**src/hdl/ebc_pkg.sv**
```systemverilog
// Package of encodings and timing constants for the external bus cycle
// control block.
// Assumes a single 100 MHz clock shared by every user of the package.
package ebc_pkg;

    // ************************************************************
    // Encodings
    // ************************************************************
    localparam logic [1:0] EBC_SIZE_LONG = 2'h0;
    localparam logic [1:0] EBC_SIZE_BYTE = 2'h1;
    localparam logic [1:0] EBC_SIZE_WORD = 2'h2;
    localparam logic [1:0] EBC_SIZE_LINE = 2'h3;

    localparam logic [1:0] EBC_KIND_NORMAL = 2'h0;
    localparam logic [1:0] EBC_KIND_DMA    = 2'h1;
    localparam logic [1:0] EBC_KIND_DEBUG  = 2'h2;
    localparam logic [1:0] EBC_KIND_CPU    = 2'h3;

    localparam logic [1:0] EBC_WIDTH_32 = 2'h0;
    localparam logic [1:0] EBC_WIDTH_8  = 2'h1;
    localparam logic [1:0] EBC_WIDTH_16 = 2'h2;

    // ************************************************************
    // Reset values and timing
    // ************************************************************
    localparam logic [3:0] EBC_BOOT_WAIT_STATES = 4'hF;
    localparam logic [3:0] EBC_WAIT_RESET       = 4'h0;
    localparam int         EBC_CLOCK_MHZ        = 100;
    localparam int         EBC_DRAM_TIME_NS     = 60;
    localparam int         EBC_DRAM_CYCLES      =
        (EBC_DRAM_TIME_NS * EBC_CLOCK_MHZ + 999) / 1000;
    localparam logic [3:0] EBC_DRAM_COUNT = 4'(EBC_DRAM_CYCLES);

endpackage

```
**src/hdl/ebc_sync.sv**
```systemverilog
// Two-flip-flop synchroniser for one level from outside the clock domain.
// Assumes the input is held at least one clock period.
`timescale 1ns/1ps
`default_nettype none
module ebc_sync #(
    parameter logic RESET_VALUE = 1'b1
) (
    // Clock and reset
    input  wire logic clock,
    input  wire logic rstn,
    // Level
    input  wire logic async_in,
    output logic      sync_out
);
    logic meta_q;

    always_ff @(posedge clock or negedge rstn) begin
        if (!rstn) begin
            meta_q   <= RESET_VALUE;
            sync_out <= RESET_VALUE;
        end else begin
            meta_q   <= async_in;
            sync_out <= meta_q;
        end
    end
endmodule
`default_nettype wire

```
**src/hdl/ebc_wait_counter.sv**
```systemverilog
// Down counter that times wait states and DRAM transfers.
// Assumes load and run come from the same clock domain.
`timescale 1ns/1ps
`default_nettype none
module ebc_wait_counter #(
    parameter int WIDTH = 4
) (
    // Clock and reset
    input  wire logic             clock,
    input  wire logic             rstn,
    // Control
    input  wire logic             load,
    input  wire logic [WIDTH-1:0] load_value,
    input  wire logic             run,
    output logic                  expired
);
    logic [WIDTH-1:0] count_q;

    assign expired = run && (count_q == '0) && !load;

    always_ff @(posedge clock or negedge rstn) begin
        if (!rstn) begin
            count_q <= '0;
        end else if (load) begin
            count_q <= load_value;
        end else if (run && count_q != '0) begin
            count_q <= count_q - 1'b1;
        end
    end
endmodule
`default_nettype wire

```
**src/hdl/ebc_bus_control.sv**
```systemverilog
// Bus cycle controller of the external bus: starts and ends own cycles and
// answers alternate-master cycles to chip selects and DRAM.
// Assumes the bus control pins are sampled by two flip-flops here and data by one register; the user side is
// on the same clock.
`timescale 1ns/1ps
`default_nettype none
module ebc_bus_control
    import ebc_pkg::*;
#(
    parameter int DATA_WIDTH = 32,
    parameter int ADDR_WIDTH = 32
) (
    // Clock and reset
    input  wire logic                      clock,
    input  wire logic                      rstn,
    // User request side
    input  wire logic                      req_valid,
    input  wire logic                      req_read,
    input  wire logic [1:0]                req_size,
    input  wire logic [1:0]                req_kind,
    input  wire logic                      req_code,
    input  wire logic                      req_super,
    input  wire logic                      req_ctrl_move,
    input  wire logic                      req_dram,
    input  wire logic [ADDR_WIDTH-1:0]     req_addr,
    input  wire logic [DATA_WIDTH-1:0]     req_wdata,
    output logic                           req_ready,
    output logic                           done_valid,
    output logic                           done_error,
    output logic [DATA_WIDTH-1:0]          done_rdata,
    // Ownership and alternate-master target decode
    input  wire logic                      bus_owned,
    input  wire logic                      alt_hit_chip_select,
    input  wire logic                      alt_hit_dram,
    input  wire logic [3:0]                alt_wait_states,
    input  wire logic                      altmaster_auto_ack,
    // Boot chip-select configuration
    input  wire logic                      boot_autoack_strap,
    input  wire logic                      boot_width_strap_hi,
    input  wire logic                      boot_width_strap_lo,
    input  wire logic                      cfg_write,
    input  wire logic                      cfg_auto_acknowledge,
    input  wire logic [1:0]                cfg_port_width,
    input  wire logic [3:0]                cfg_wait_states,
    output logic                           boot_auto_acknowledge,
    output logic [1:0]                     boot_port_width,
    output logic [3:0]                     boot_wait_states,
    // Bus pins, three signals each where two-way
    output logic [ADDR_WIDTH-1:0]          addr_out,
    output logic                           addr_oe,
    input  wire logic                      read_write_in,
    output logic                           read_write_out,
    input  wire logic [1:0]                xfer_size_in,
    output logic [1:0]                     xfer_size_out,
    output logic [1:0]                     xfer_kind,
    output logic                           access_modifier,
    output logic                           ctrl_oe,
    input  wire logic                      transfer_start_n_in,
    output logic                           transfer_start_n_out,
    output logic                           transfer_start_oe,
    input  wire logic                      sync_xfer_ack_n_in,
    output logic                           sync_xfer_ack_n_out,
    output logic                           sync_xfer_ack_oe,
    input  wire logic                      async_xfer_ack_n,
    input  wire logic                      xfer_error_ack_n,
    input  wire logic [DATA_WIDTH-1:0]     data_in,
    output logic [DATA_WIDTH-1:0]          data_out,
    output logic                           data_oe,
    // Alternate-master memory control
    output logic                           alt_chip_select_n,
    output logic                           alt_dram_select_n,
    output logic                           alt_is_read,
    output logic [3:0]                     alt_lane_n
);

    // ************************************************************
    // Pin synchronisers
    // ************************************************************
    logic       ta_n_s;
    logic       ata_n_s;
    logic       tea_n_s;
    logic       ts_n_s;
    logic       rw_s;
    logic [1:0] siz_s;
    logic [2:0] strap_s;

    ebc_sync u_sync_ta (.clock(clock), .rstn(rstn),
        .async_in(sync_xfer_ack_n_in), .sync_out(ta_n_s));
    ebc_sync u_sync_ata (.clock(clock), .rstn(rstn),
        .async_in(async_xfer_ack_n), .sync_out(ata_n_s));
    ebc_sync u_sync_tea (.clock(clock), .rstn(rstn),
        .async_in(xfer_error_ack_n), .sync_out(tea_n_s));
    ebc_sync u_sync_ts (.clock(clock), .rstn(rstn),
        .async_in(transfer_start_n_in), .sync_out(ts_n_s));
    ebc_sync u_sync_rw (.clock(clock), .rstn(rstn),
        .async_in(read_write_in), .sync_out(rw_s));

    genvar gi;
    generate
        for (gi = 0; gi < 2; gi++) begin : g_siz
            ebc_sync #(.RESET_VALUE(1'b0)) u_sync_siz (.clock(clock),
                .rstn(rstn), .async_in(xfer_size_in[gi]),
                .sync_out(siz_s[gi]));
        end
    endgenerate

    ebc_sync u_sync_s2 (.clock(clock), .rstn(rstn),
        .async_in(boot_autoack_strap), .sync_out(strap_s[2]));
    ebc_sync u_sync_s1 (.clock(clock), .rstn(rstn),
        .async_in(boot_width_strap_hi), .sync_out(strap_s[1]));
    ebc_sync u_sync_s0 (.clock(clock), .rstn(rstn),
        .async_in(boot_width_strap_lo), .sync_out(strap_s[0]));

    // ************************************************************
    // Boot chip-select configuration
    // ************************************************************
    // Straps are caught once the synchronisers carry them, since an
    // asynchronous reset may only load constants.
    logic [1:0] strap_wait_q;
    logic       boot_aa_q;
    logic [1:0] boot_width_q;
    logic [3:0] boot_wait_q;
    logic       strap_take;
    logic [1:0] strap_width;

    assign strap_take  = (strap_wait_q == 2'h2);
    assign strap_width = (strap_s[1:0] == 2'h0) ? EBC_WIDTH_32 :
                         (strap_s[1:0] == 2'h1) ? EBC_WIDTH_8 :
                                                  EBC_WIDTH_16;

    always_ff @(posedge clock or negedge rstn) begin
        if (!rstn) begin
            strap_wait_q <= 2'h0;
        end else if (!strap_take) begin
            strap_wait_q <= strap_wait_q + 2'h1;
        end
    end

    always_ff @(posedge clock or negedge rstn) begin
        if (!rstn) begin
            boot_aa_q    <= 1'b0;
            boot_width_q <= EBC_WIDTH_32;
            boot_wait_q  <= EBC_WAIT_RESET;
        end else if (strap_take && !strap_done_q) begin
            boot_aa_q    <= strap_s[2];
            boot_width_q <= strap_width;
            boot_wait_q  <= strap_s[2] ? EBC_BOOT_WAIT_STATES
                                       : EBC_WAIT_RESET;
        end else if (cfg_write) begin
            boot_aa_q    <= cfg_auto_acknowledge;
            boot_width_q <= cfg_port_width;
            boot_wait_q  <= cfg_wait_states;
        end
    end

    // The counter parks at 2, so this flag keeps the strap load one-shot.
    logic strap_done_q;
    always_ff @(posedge clock or negedge rstn) begin
        if (!rstn) begin
            strap_done_q <= 1'b0;
        end else if (strap_take) begin
            strap_done_q <= 1'b1;
        end
    end

    assign boot_auto_acknowledge = boot_aa_q;
    assign boot_port_width       = boot_width_q;
    assign boot_wait_states      = boot_wait_q;

    // ************************************************************
    // Own bus cycles
    // ************************************************************
    typedef enum logic [1:0] {EBC_IDLE, EBC_START, EBC_WAIT} ebc_state_t;
    ebc_state_t state_q;

    logic        dram_q;
    logic        read_q;
    logic [1:0]  kind_q;
    logic        code_q;
    logic        super_q;
    logic        ctrl_move_q;
    logic [3:0]  dram_count_q;
    logic        start_cycle;
    logic        ack_sync;
    logic        ack_async;
    logic        ack_error;
    logic        ack_dram;
    logic        cycle_end;
    logic        ata_prev_q;
    logic        ata_fall;
    logic        mod_start;
    logic        mod_later;

    assign start_cycle = (state_q == EBC_IDLE) && req_valid && bus_owned
                         && strap_done_q;
    assign ack_error = !tea_n_s && !dram_q;
    assign ack_sync  = !ta_n_s && !dram_q;
    assign ata_fall  = !ata_n_s && ata_prev_q;
    assign ack_async = ata_fall && !dram_q;
    assign ack_dram  = dram_q && (dram_count_q == 4'h0);
    assign cycle_end = (state_q == EBC_WAIT)
                       && (ack_error || ack_sync || ack_async || ack_dram);

    // Modifier in the start clock and in the clocks that follow.
    assign mod_start = (kind_q == EBC_KIND_DMA) ? 1'b1 :
                       (kind_q == EBC_KIND_CPU) ? !ctrl_move_q :
                       code_q;
    assign mod_later = (kind_q == EBC_KIND_DMA || kind_q == EBC_KIND_CPU)
                       ? 1'b0 : super_q;

    always_ff @(posedge clock or negedge rstn) begin
        if (!rstn) begin
            state_q <= EBC_IDLE;
        end else begin
            unique case (state_q)
                EBC_IDLE:  if (start_cycle) state_q <= EBC_START;
                EBC_START: state_q <= EBC_WAIT;
                EBC_WAIT:  if (cycle_end) state_q <= EBC_IDLE;
            endcase
        end
    end

    // Request fields are held for the whole cycle.
    always_ff @(posedge clock or negedge rstn) begin
        if (!rstn) begin
            dram_q      <= 1'b0;
            read_q      <= 1'b1;
            kind_q      <= EBC_KIND_NORMAL;
            code_q      <= 1'b0;
            super_q     <= 1'b0;
            ctrl_move_q <= 1'b0;
            addr_out    <= '0;
            xfer_size_out <= EBC_SIZE_LONG;
            data_out    <= '0;
        end else if (start_cycle) begin
            dram_q      <= req_dram;
            read_q      <= req_read;
            kind_q      <= req_kind;
            code_q      <= req_code;
            super_q     <= req_super;
            ctrl_move_q <= req_ctrl_move;
            addr_out    <= req_addr;
            xfer_size_out <= req_size;
            data_out    <= req_wdata;
        end
    end

    always_ff @(posedge clock or negedge rstn) begin
        if (!rstn) begin
            dram_count_q <= 4'h0;
        end else if (start_cycle) begin
            dram_count_q <= EBC_DRAM_COUNT;
        end else if (dram_count_q != 4'h0) begin
            dram_count_q <= dram_count_q - 4'h1;
        end
    end

    always_ff @(posedge clock or negedge rstn) begin
        if (!rstn) begin
            ata_prev_q <= 1'b1;
        end else begin
            ata_prev_q <= ata_n_s;
        end
    end

    // Pin drives.
    always_ff @(posedge clock or negedge rstn) begin
        if (!rstn) begin
            transfer_start_n_out <= 1'b1;
            transfer_start_oe    <= 1'b0;
            ctrl_oe              <= 1'b0;
            addr_oe              <= 1'b0;
            data_oe              <= 1'b0;
            read_write_out       <= 1'b1;
            xfer_kind            <= EBC_KIND_NORMAL;
            access_modifier      <= 1'b0;
        end else begin
            transfer_start_n_out <= !start_cycle;
            transfer_start_oe    <= bus_owned;
            ctrl_oe              <= bus_owned;
            addr_oe              <= bus_owned;
            // Write data stays driven until the ending edge.
            data_oe  <= bus_owned && (start_cycle ? !req_read
                        : (state_q != EBC_IDLE && !cycle_end && !read_q));
            read_write_out  <= start_cycle ? req_read : read_q;
            xfer_kind       <= start_cycle ? req_kind : kind_q;
            access_modifier <= (state_q == EBC_START) ? mod_later :
                               (state_q == EBC_IDLE && start_cycle) ?
                               ((req_kind == EBC_KIND_DMA) ? 1'b1 :
                                (req_kind == EBC_KIND_CPU) ? !req_ctrl_move :
                                req_code) : access_modifier;
        end
    end

    // Read data are taken at the edge where the cycle ends.
    always_ff @(posedge clock or negedge rstn) begin
        if (!rstn) begin
            done_valid <= 1'b0;
            done_error <= 1'b0;
            done_rdata <= '0;
        end else begin
            done_valid <= cycle_end;
            done_error <= cycle_end && ack_error;
            if (cycle_end && read_q && !ack_error) begin
                done_rdata <= data_in;
            end
        end
    end

    always_ff @(posedge clock or negedge rstn) begin
        if (!rstn) begin
            req_ready <= 1'b0;
        end else begin
            req_ready <= (state_q == EBC_IDLE) && !start_cycle
                         && bus_owned && strap_done_q;
        end
    end

    // ************************************************************
    // Alternate-master cycles
    // ************************************************************
    // Kind and modifier pins are never sampled here.
    logic       alt_active_q;
    logic       alt_dram_q;
    logic       alt_start;
    logic       alt_wait_done;
    logic       alt_ack;
    logic [3:0] alt_load;
    logic [3:0] lane_n;

    assign alt_start = !bus_owned && !ts_n_s && !alt_active_q
                       && (alt_hit_chip_select || alt_hit_dram);
    assign alt_load  = alt_hit_dram ? EBC_DRAM_COUNT : alt_wait_states;
    assign alt_ack   = alt_active_q && alt_wait_done
                       && (alt_dram_q || altmaster_auto_ack);

    ebc_wait_counter #(.WIDTH(4)) u_alt_wait (
        .clock      (clock),
        .rstn       (rstn),
        .load       (alt_start),
        .load_value (alt_load),
        .run        (alt_active_q),
        .expired    (alt_wait_done)
    );

    // Byte lane strobes from size and the low address: longword and line
    // use all lanes, word two, byte one.
    assign lane_n = (siz_s == EBC_SIZE_BYTE) ? ~(4'h8 >> addr_out[1:0]) :
                    (siz_s == EBC_SIZE_WORD) ?
                        (addr_out[1] ? 4'hC : 4'h3) :
                    4'h0;

    always_ff @(posedge clock or negedge rstn) begin
        if (!rstn) begin
            alt_active_q        <= 1'b0;
            alt_dram_q          <= 1'b0;
            alt_chip_select_n   <= 1'b1;
            alt_dram_select_n   <= 1'b1;
            alt_is_read         <= 1'b1;
            alt_lane_n          <= 4'hF;
            sync_xfer_ack_n_out <= 1'b1;
            sync_xfer_ack_oe    <= 1'b0;
        end else if (alt_start) begin
            alt_active_q      <= 1'b1;
            alt_dram_q        <= alt_hit_dram;
            alt_chip_select_n <= alt_hit_dram;
            alt_dram_select_n <= !alt_hit_dram;
            alt_is_read       <= rw_s;
            alt_lane_n        <= lane_n;
            sync_xfer_ack_oe  <= alt_hit_dram || altmaster_auto_ack;
        end else if (alt_active_q) begin
            sync_xfer_ack_n_out <= !(alt_ack && sync_xfer_ack_n_out);
            if (!sync_xfer_ack_n_out || bus_owned) begin
                alt_active_q      <= 1'b0;
                alt_chip_select_n <= 1'b1;
                alt_dram_select_n <= 1'b1;
                alt_lane_n        <= 4'hF;
            end
        end else begin
            sync_xfer_ack_n_out <= 1'b1;
            sync_xfer_ack_oe    <= 1'b0;
        end
    end

endmodule
`default_nettype wire

```
**config.mk**
```make
export PLATFORM = sky130hd
export DESIGN_NAME = ebc_bus_control
export DESIGN_NICKNAME = d
export VERILOG_FILES = /design/src/hdl/ebc_pkg.sv /design/src/hdl/ebc_sync.sv /design/src/hdl/ebc_wait_counter.sv /design/src/hdl/ebc_bus_control.sv
export SDC_FILE = /design/constraint.sdc
export NUM_CORES = 1
export LEC_CHECK = 0
export BUFFER_PORTS_ARGS = -buffer_cell sky130_fd_sc_hd__buf_2
export CORE_MARGIN = 4
export CORE_UTILIZATION = 52
export CTS_CLUSTER_DIAMETER = 80
export CTS_CLUSTER_SIZE = 8
export DETAILED_ROUTE_END_ITERATION = 8
export HOLD_SLACK_MARGIN = 0.1
export PLACE_DENSITY = 0.89
export SLEW_MARGIN = 20
export SYNTH_ARGS = -nofsm -noshare
export SYNTH_HDL_FRONTEND = slang
export SYNTH_SLANG_ARGS = --single-unit
```
**constraint.sdc**
```tcl
create_clock -name clock -period 5.37 [get_ports clock]
set_clock_uncertainty 0.1 [all_clocks]
set_input_delay 1.074 -clock clock [delete_from_list [all_inputs] [get_ports clock]]
set_output_delay 1.074 -clock clock [all_outputs]
set_load 0.01 [all_outputs]
```
==> results.sh <==
export IMPL_hold_violations=0
export IMPL_worst_ep_arrival_time_ps=2720
export IMPL_cts_htree_levels=4
export IMPL_dieArea_um2=13900
export IMPL_rrSetupSlack_ps=2840
export IMPL_required_ps=5560
export IMPL_synth_edf_count=0
export IMPL_dieHeight_um=117.9
export IMPL_die_w_um=117.9
export IMPL_numClockSinks=162
export IMPL_core_area_um2=11610
export IMPL_worst_path_buf_inv=3
export IMPL_min_to="g_siz[1].u_sync_siz.sync_out"
export IMPL_timing_rr_end="done_rdata[2]"
export IMPL_clk_latency_ps=410
export IMPL_num_vias=4822
export IMPL_synth_async_reset_ratio=1.000
export IMPL_grt_pass1_vias=4932
export IMPL_post_dp_hpwl_mm=11.28
export IMPL_ios=260
export IMPL_dr_pass1_iters=4
export IMPL_maxCapViolations=0
export IMPL_hp_start="g_siz[1].u_sync_siz.meta_q"
export IMPL_port_buffers=259
export IMPL_post_cts_buffers=0
export IMPL_critPathCaptureType="flip-flop"
export IMPL_timing_rr_start="dram_count_q[0]"
export IMPL_relSlewSlack=0.2921
export IMPL_fmax_ghz=0.3947
export IMPL_gp_congestion=0.8001
export IMPL_power_uw=4515
export IMPL_max_stage_delay_ps=550
export IMPL_synth_seq_cells=162
export IMPL_hold_class="flip-flop to flip-flop"
export IMPL_synth_warnings=0
export IMPL_ant_nets=0
export IMPL_syn_area_um2=6280
export IMPL_cts_resized=0
export IMPL_drive_above_1_share=0.4351
export IMPL_status="complete, no violations"
export IMPL_worst_setup_path_type="input pin to flip-flop"
export IMPL_cp_slowest_cell="inv_2"
export IMPL_start_util=0.5407
export IMPL_syn_inst=562
export IMPL_cts_tree="built"
export IMPL_route_met2_wl_mm=7.553
export IMPL_grt_pass1_wl_mm=24.71
export IMPL_wl_per_cell_um=15.55
export IMPL_slew_violations=0
export IMPL_grt_overflow_total=0
export IMPL_worst_setup_path_start_kind="input pin"
export IMPL_crit_chain="buf_2 -> nand3_1 -> nor2_4 -> inv_2 -> buf_4 -> a311oi_1 -> a21oi_1 -> o21ai_0"
export IMPL_rows=39
export IMPL_final_cell_mix="buf_2, nand2_1, dfrtp_1"
export IMPL_cts_clk_slew_worst_paths_ps=60
export IMPL_viasPerCell=4.941
export IMPL_period_needed_ps=2534
export IMPL_syn_nets=704
export IMPL_vdd_drop_max_v=0.0003737
export IMPL_wl_mm=15.18
export IMPL_crit_family="buffers and inverters"
export IMPL_dr_wl_met3_mm=1.167
export IMPL_tns_ps=0
export IMPL_grt_max_degree=76
export IMPL_root_buffer="clkbuf_16"
export IMPL_layout_commonest_cell="buf_2"
export IMPL_cts_made_buffers=17
export IMPL_syn_to_final_growth_pct=31.64
export IMPL_layout_nets=961
export IMPL_synthFlopType="dfrtp_1"
export IMPL_rsz0062_at_grt="false"
export IMPL_routed_top_layer="met4"
export IMPL_wl_met1_mm=6.175
export IMPL_worstPathMaxFanout=44
export IMPL_synth_seq_area_share=0.6509
export IMPL_grt_usage=0.2230
export IMPL_drt_iter0_drc=253
export IMPL_cts_hold_buf=0
export IMPL_hold_depth=0
export IMPL_p_per_area_nw_per_um2=546.2
export IMPL_antenna_found_initial=1
export IMPL_nFillCells=837
export IMPL_ys_types=47
export IMPL_setup_viol=0
export IMPL_cts_buffer_depth=2
export IMPL_syn_area_per_cell_um2=11.17
export IMPL_rr_worst_depth=6
export IMPL_worst_pin_slew_ps=1057
export IMPL_period_share=0.4718
export IMPL_leakage_uw=0.004401
export IMPL_post_route_drc_count=0
==> cell usage after synthesis (3+ instances only) <==
library cell  count  area (µm²)
clkbuf_1         14       52.55
mux2_2           35       394.1
o21ai_0           7       35.03
nor3_1            3       15.01
ha_1              8       100.1
nor2b_1           3       18.77
a2bb2oi_1         6       52.55
nand3_1           4       20.02
mux2i_1          10       100.1
inv_1            13       48.80
nand2_1         219       822.0
nand2b_1          4       25.02
xnor2_1           3       26.28
buf_2             3       15.01
buf_1             3       11.26
buf_6             3       33.78
nand3b_1          3       22.52
a21oi_1          14       70.07
o22ai_1           3       18.77
dfrtp_1         135        3378
nor2_1           12       45.04
dfstp_2          27       709.4
==> kinds of logic after synthesis <==
logic type               synth area share
multiplexers                      0.08109
AO/OA/AOI/OAI                     0.04782
adder cells (fa/ha/maj)           0.01594
flip-flops                         0.6509
XOR/XNOR                         0.004185
buffers and inverters             0.02809
AND/OR/NAND/NOR                    0.1719
==> per-stage QoR <==
step / util / area, µm² / std cells / hold slack (ps) / worst slack (ps)
floorplan: - / 6280 / 562 / 231.2 / 3129
global route: 0.7118 / 8267 / 976 / 251.2 / 2640
CTS: 0.7116 / 8264 / 975 / 248.7 / 2810
finish: 0.7118 / 8267 / 976 / 247.3 / 2836
global placement: 0.6605 / 7671 / 943 / 236.1 / 2449
detailed placement: 0.6605 / 7671 / 943 / 235.5 / 2399
==> registers in the layout, summed over array words and instances, names as in the netlist, 4 cells and up <==
signal / cells
addr_out: 32
alt_lane_n: 4
boot_wait_states: 4
data_out: 32
done_rdata: 32
dram_count_q: 4
u_alt_wait.count_q: 4
==> how the worst max path moves through the flow <==
stage | end | startpoint | cells after the start | slack (ps)
5_1_grt | access_modifier | bus_owned | 8 | 2640
6_report | access_modifier | bus_owned | 8 | 2840
3_3_place_gp | access_modifier | bus_owned | 8 | 2450
4_1_cts | done_rdata[13] | dram_count_q[1] | 6 | 2810
3_5_place_dp | access_modifier | bus_owned | 8 | 2400
2_1_floorplan | alt_is_read | bus_owned | 4 | 3130
==> worst reg2reg max path, stage by stage, from the launching register on <==
cell and delay (ps):
dfrtp_1 330, inv_1 80, ha_1 230, nor3b_4 170, and2_2 210, o211ai_4 840
mux2_2 450
==> layout make-up <==
type,instances,area [µm²],share of cell area
multi-input cells,362,2023,0.2447
clock buffers,24,491.7,0.05948
diodes,1,2.502,0.0003027
flip-flops and latches,162,4088,0.4945
clock inverters,8,101.3,0.01226
well taps,143,178.9,0.02164
repair buffers,263,1333,0.1612
inverters,13,48.80,0.005903
==> layer usage <==
metal / vias up / track usage
li1: 2331 / -
met5: - / 0
met2: 190 / 0.3683
met4: 0 / 0.08278
met3: 17 / 0.07160
met1: 2284 / 0.2752
==> report_power, final <==
part	switching (µW)	internal, µW
Sequential	253	1690
Clock	452	733
Combinational	764	626
Total	1470	3050
(Power assumes the default switching activity.)
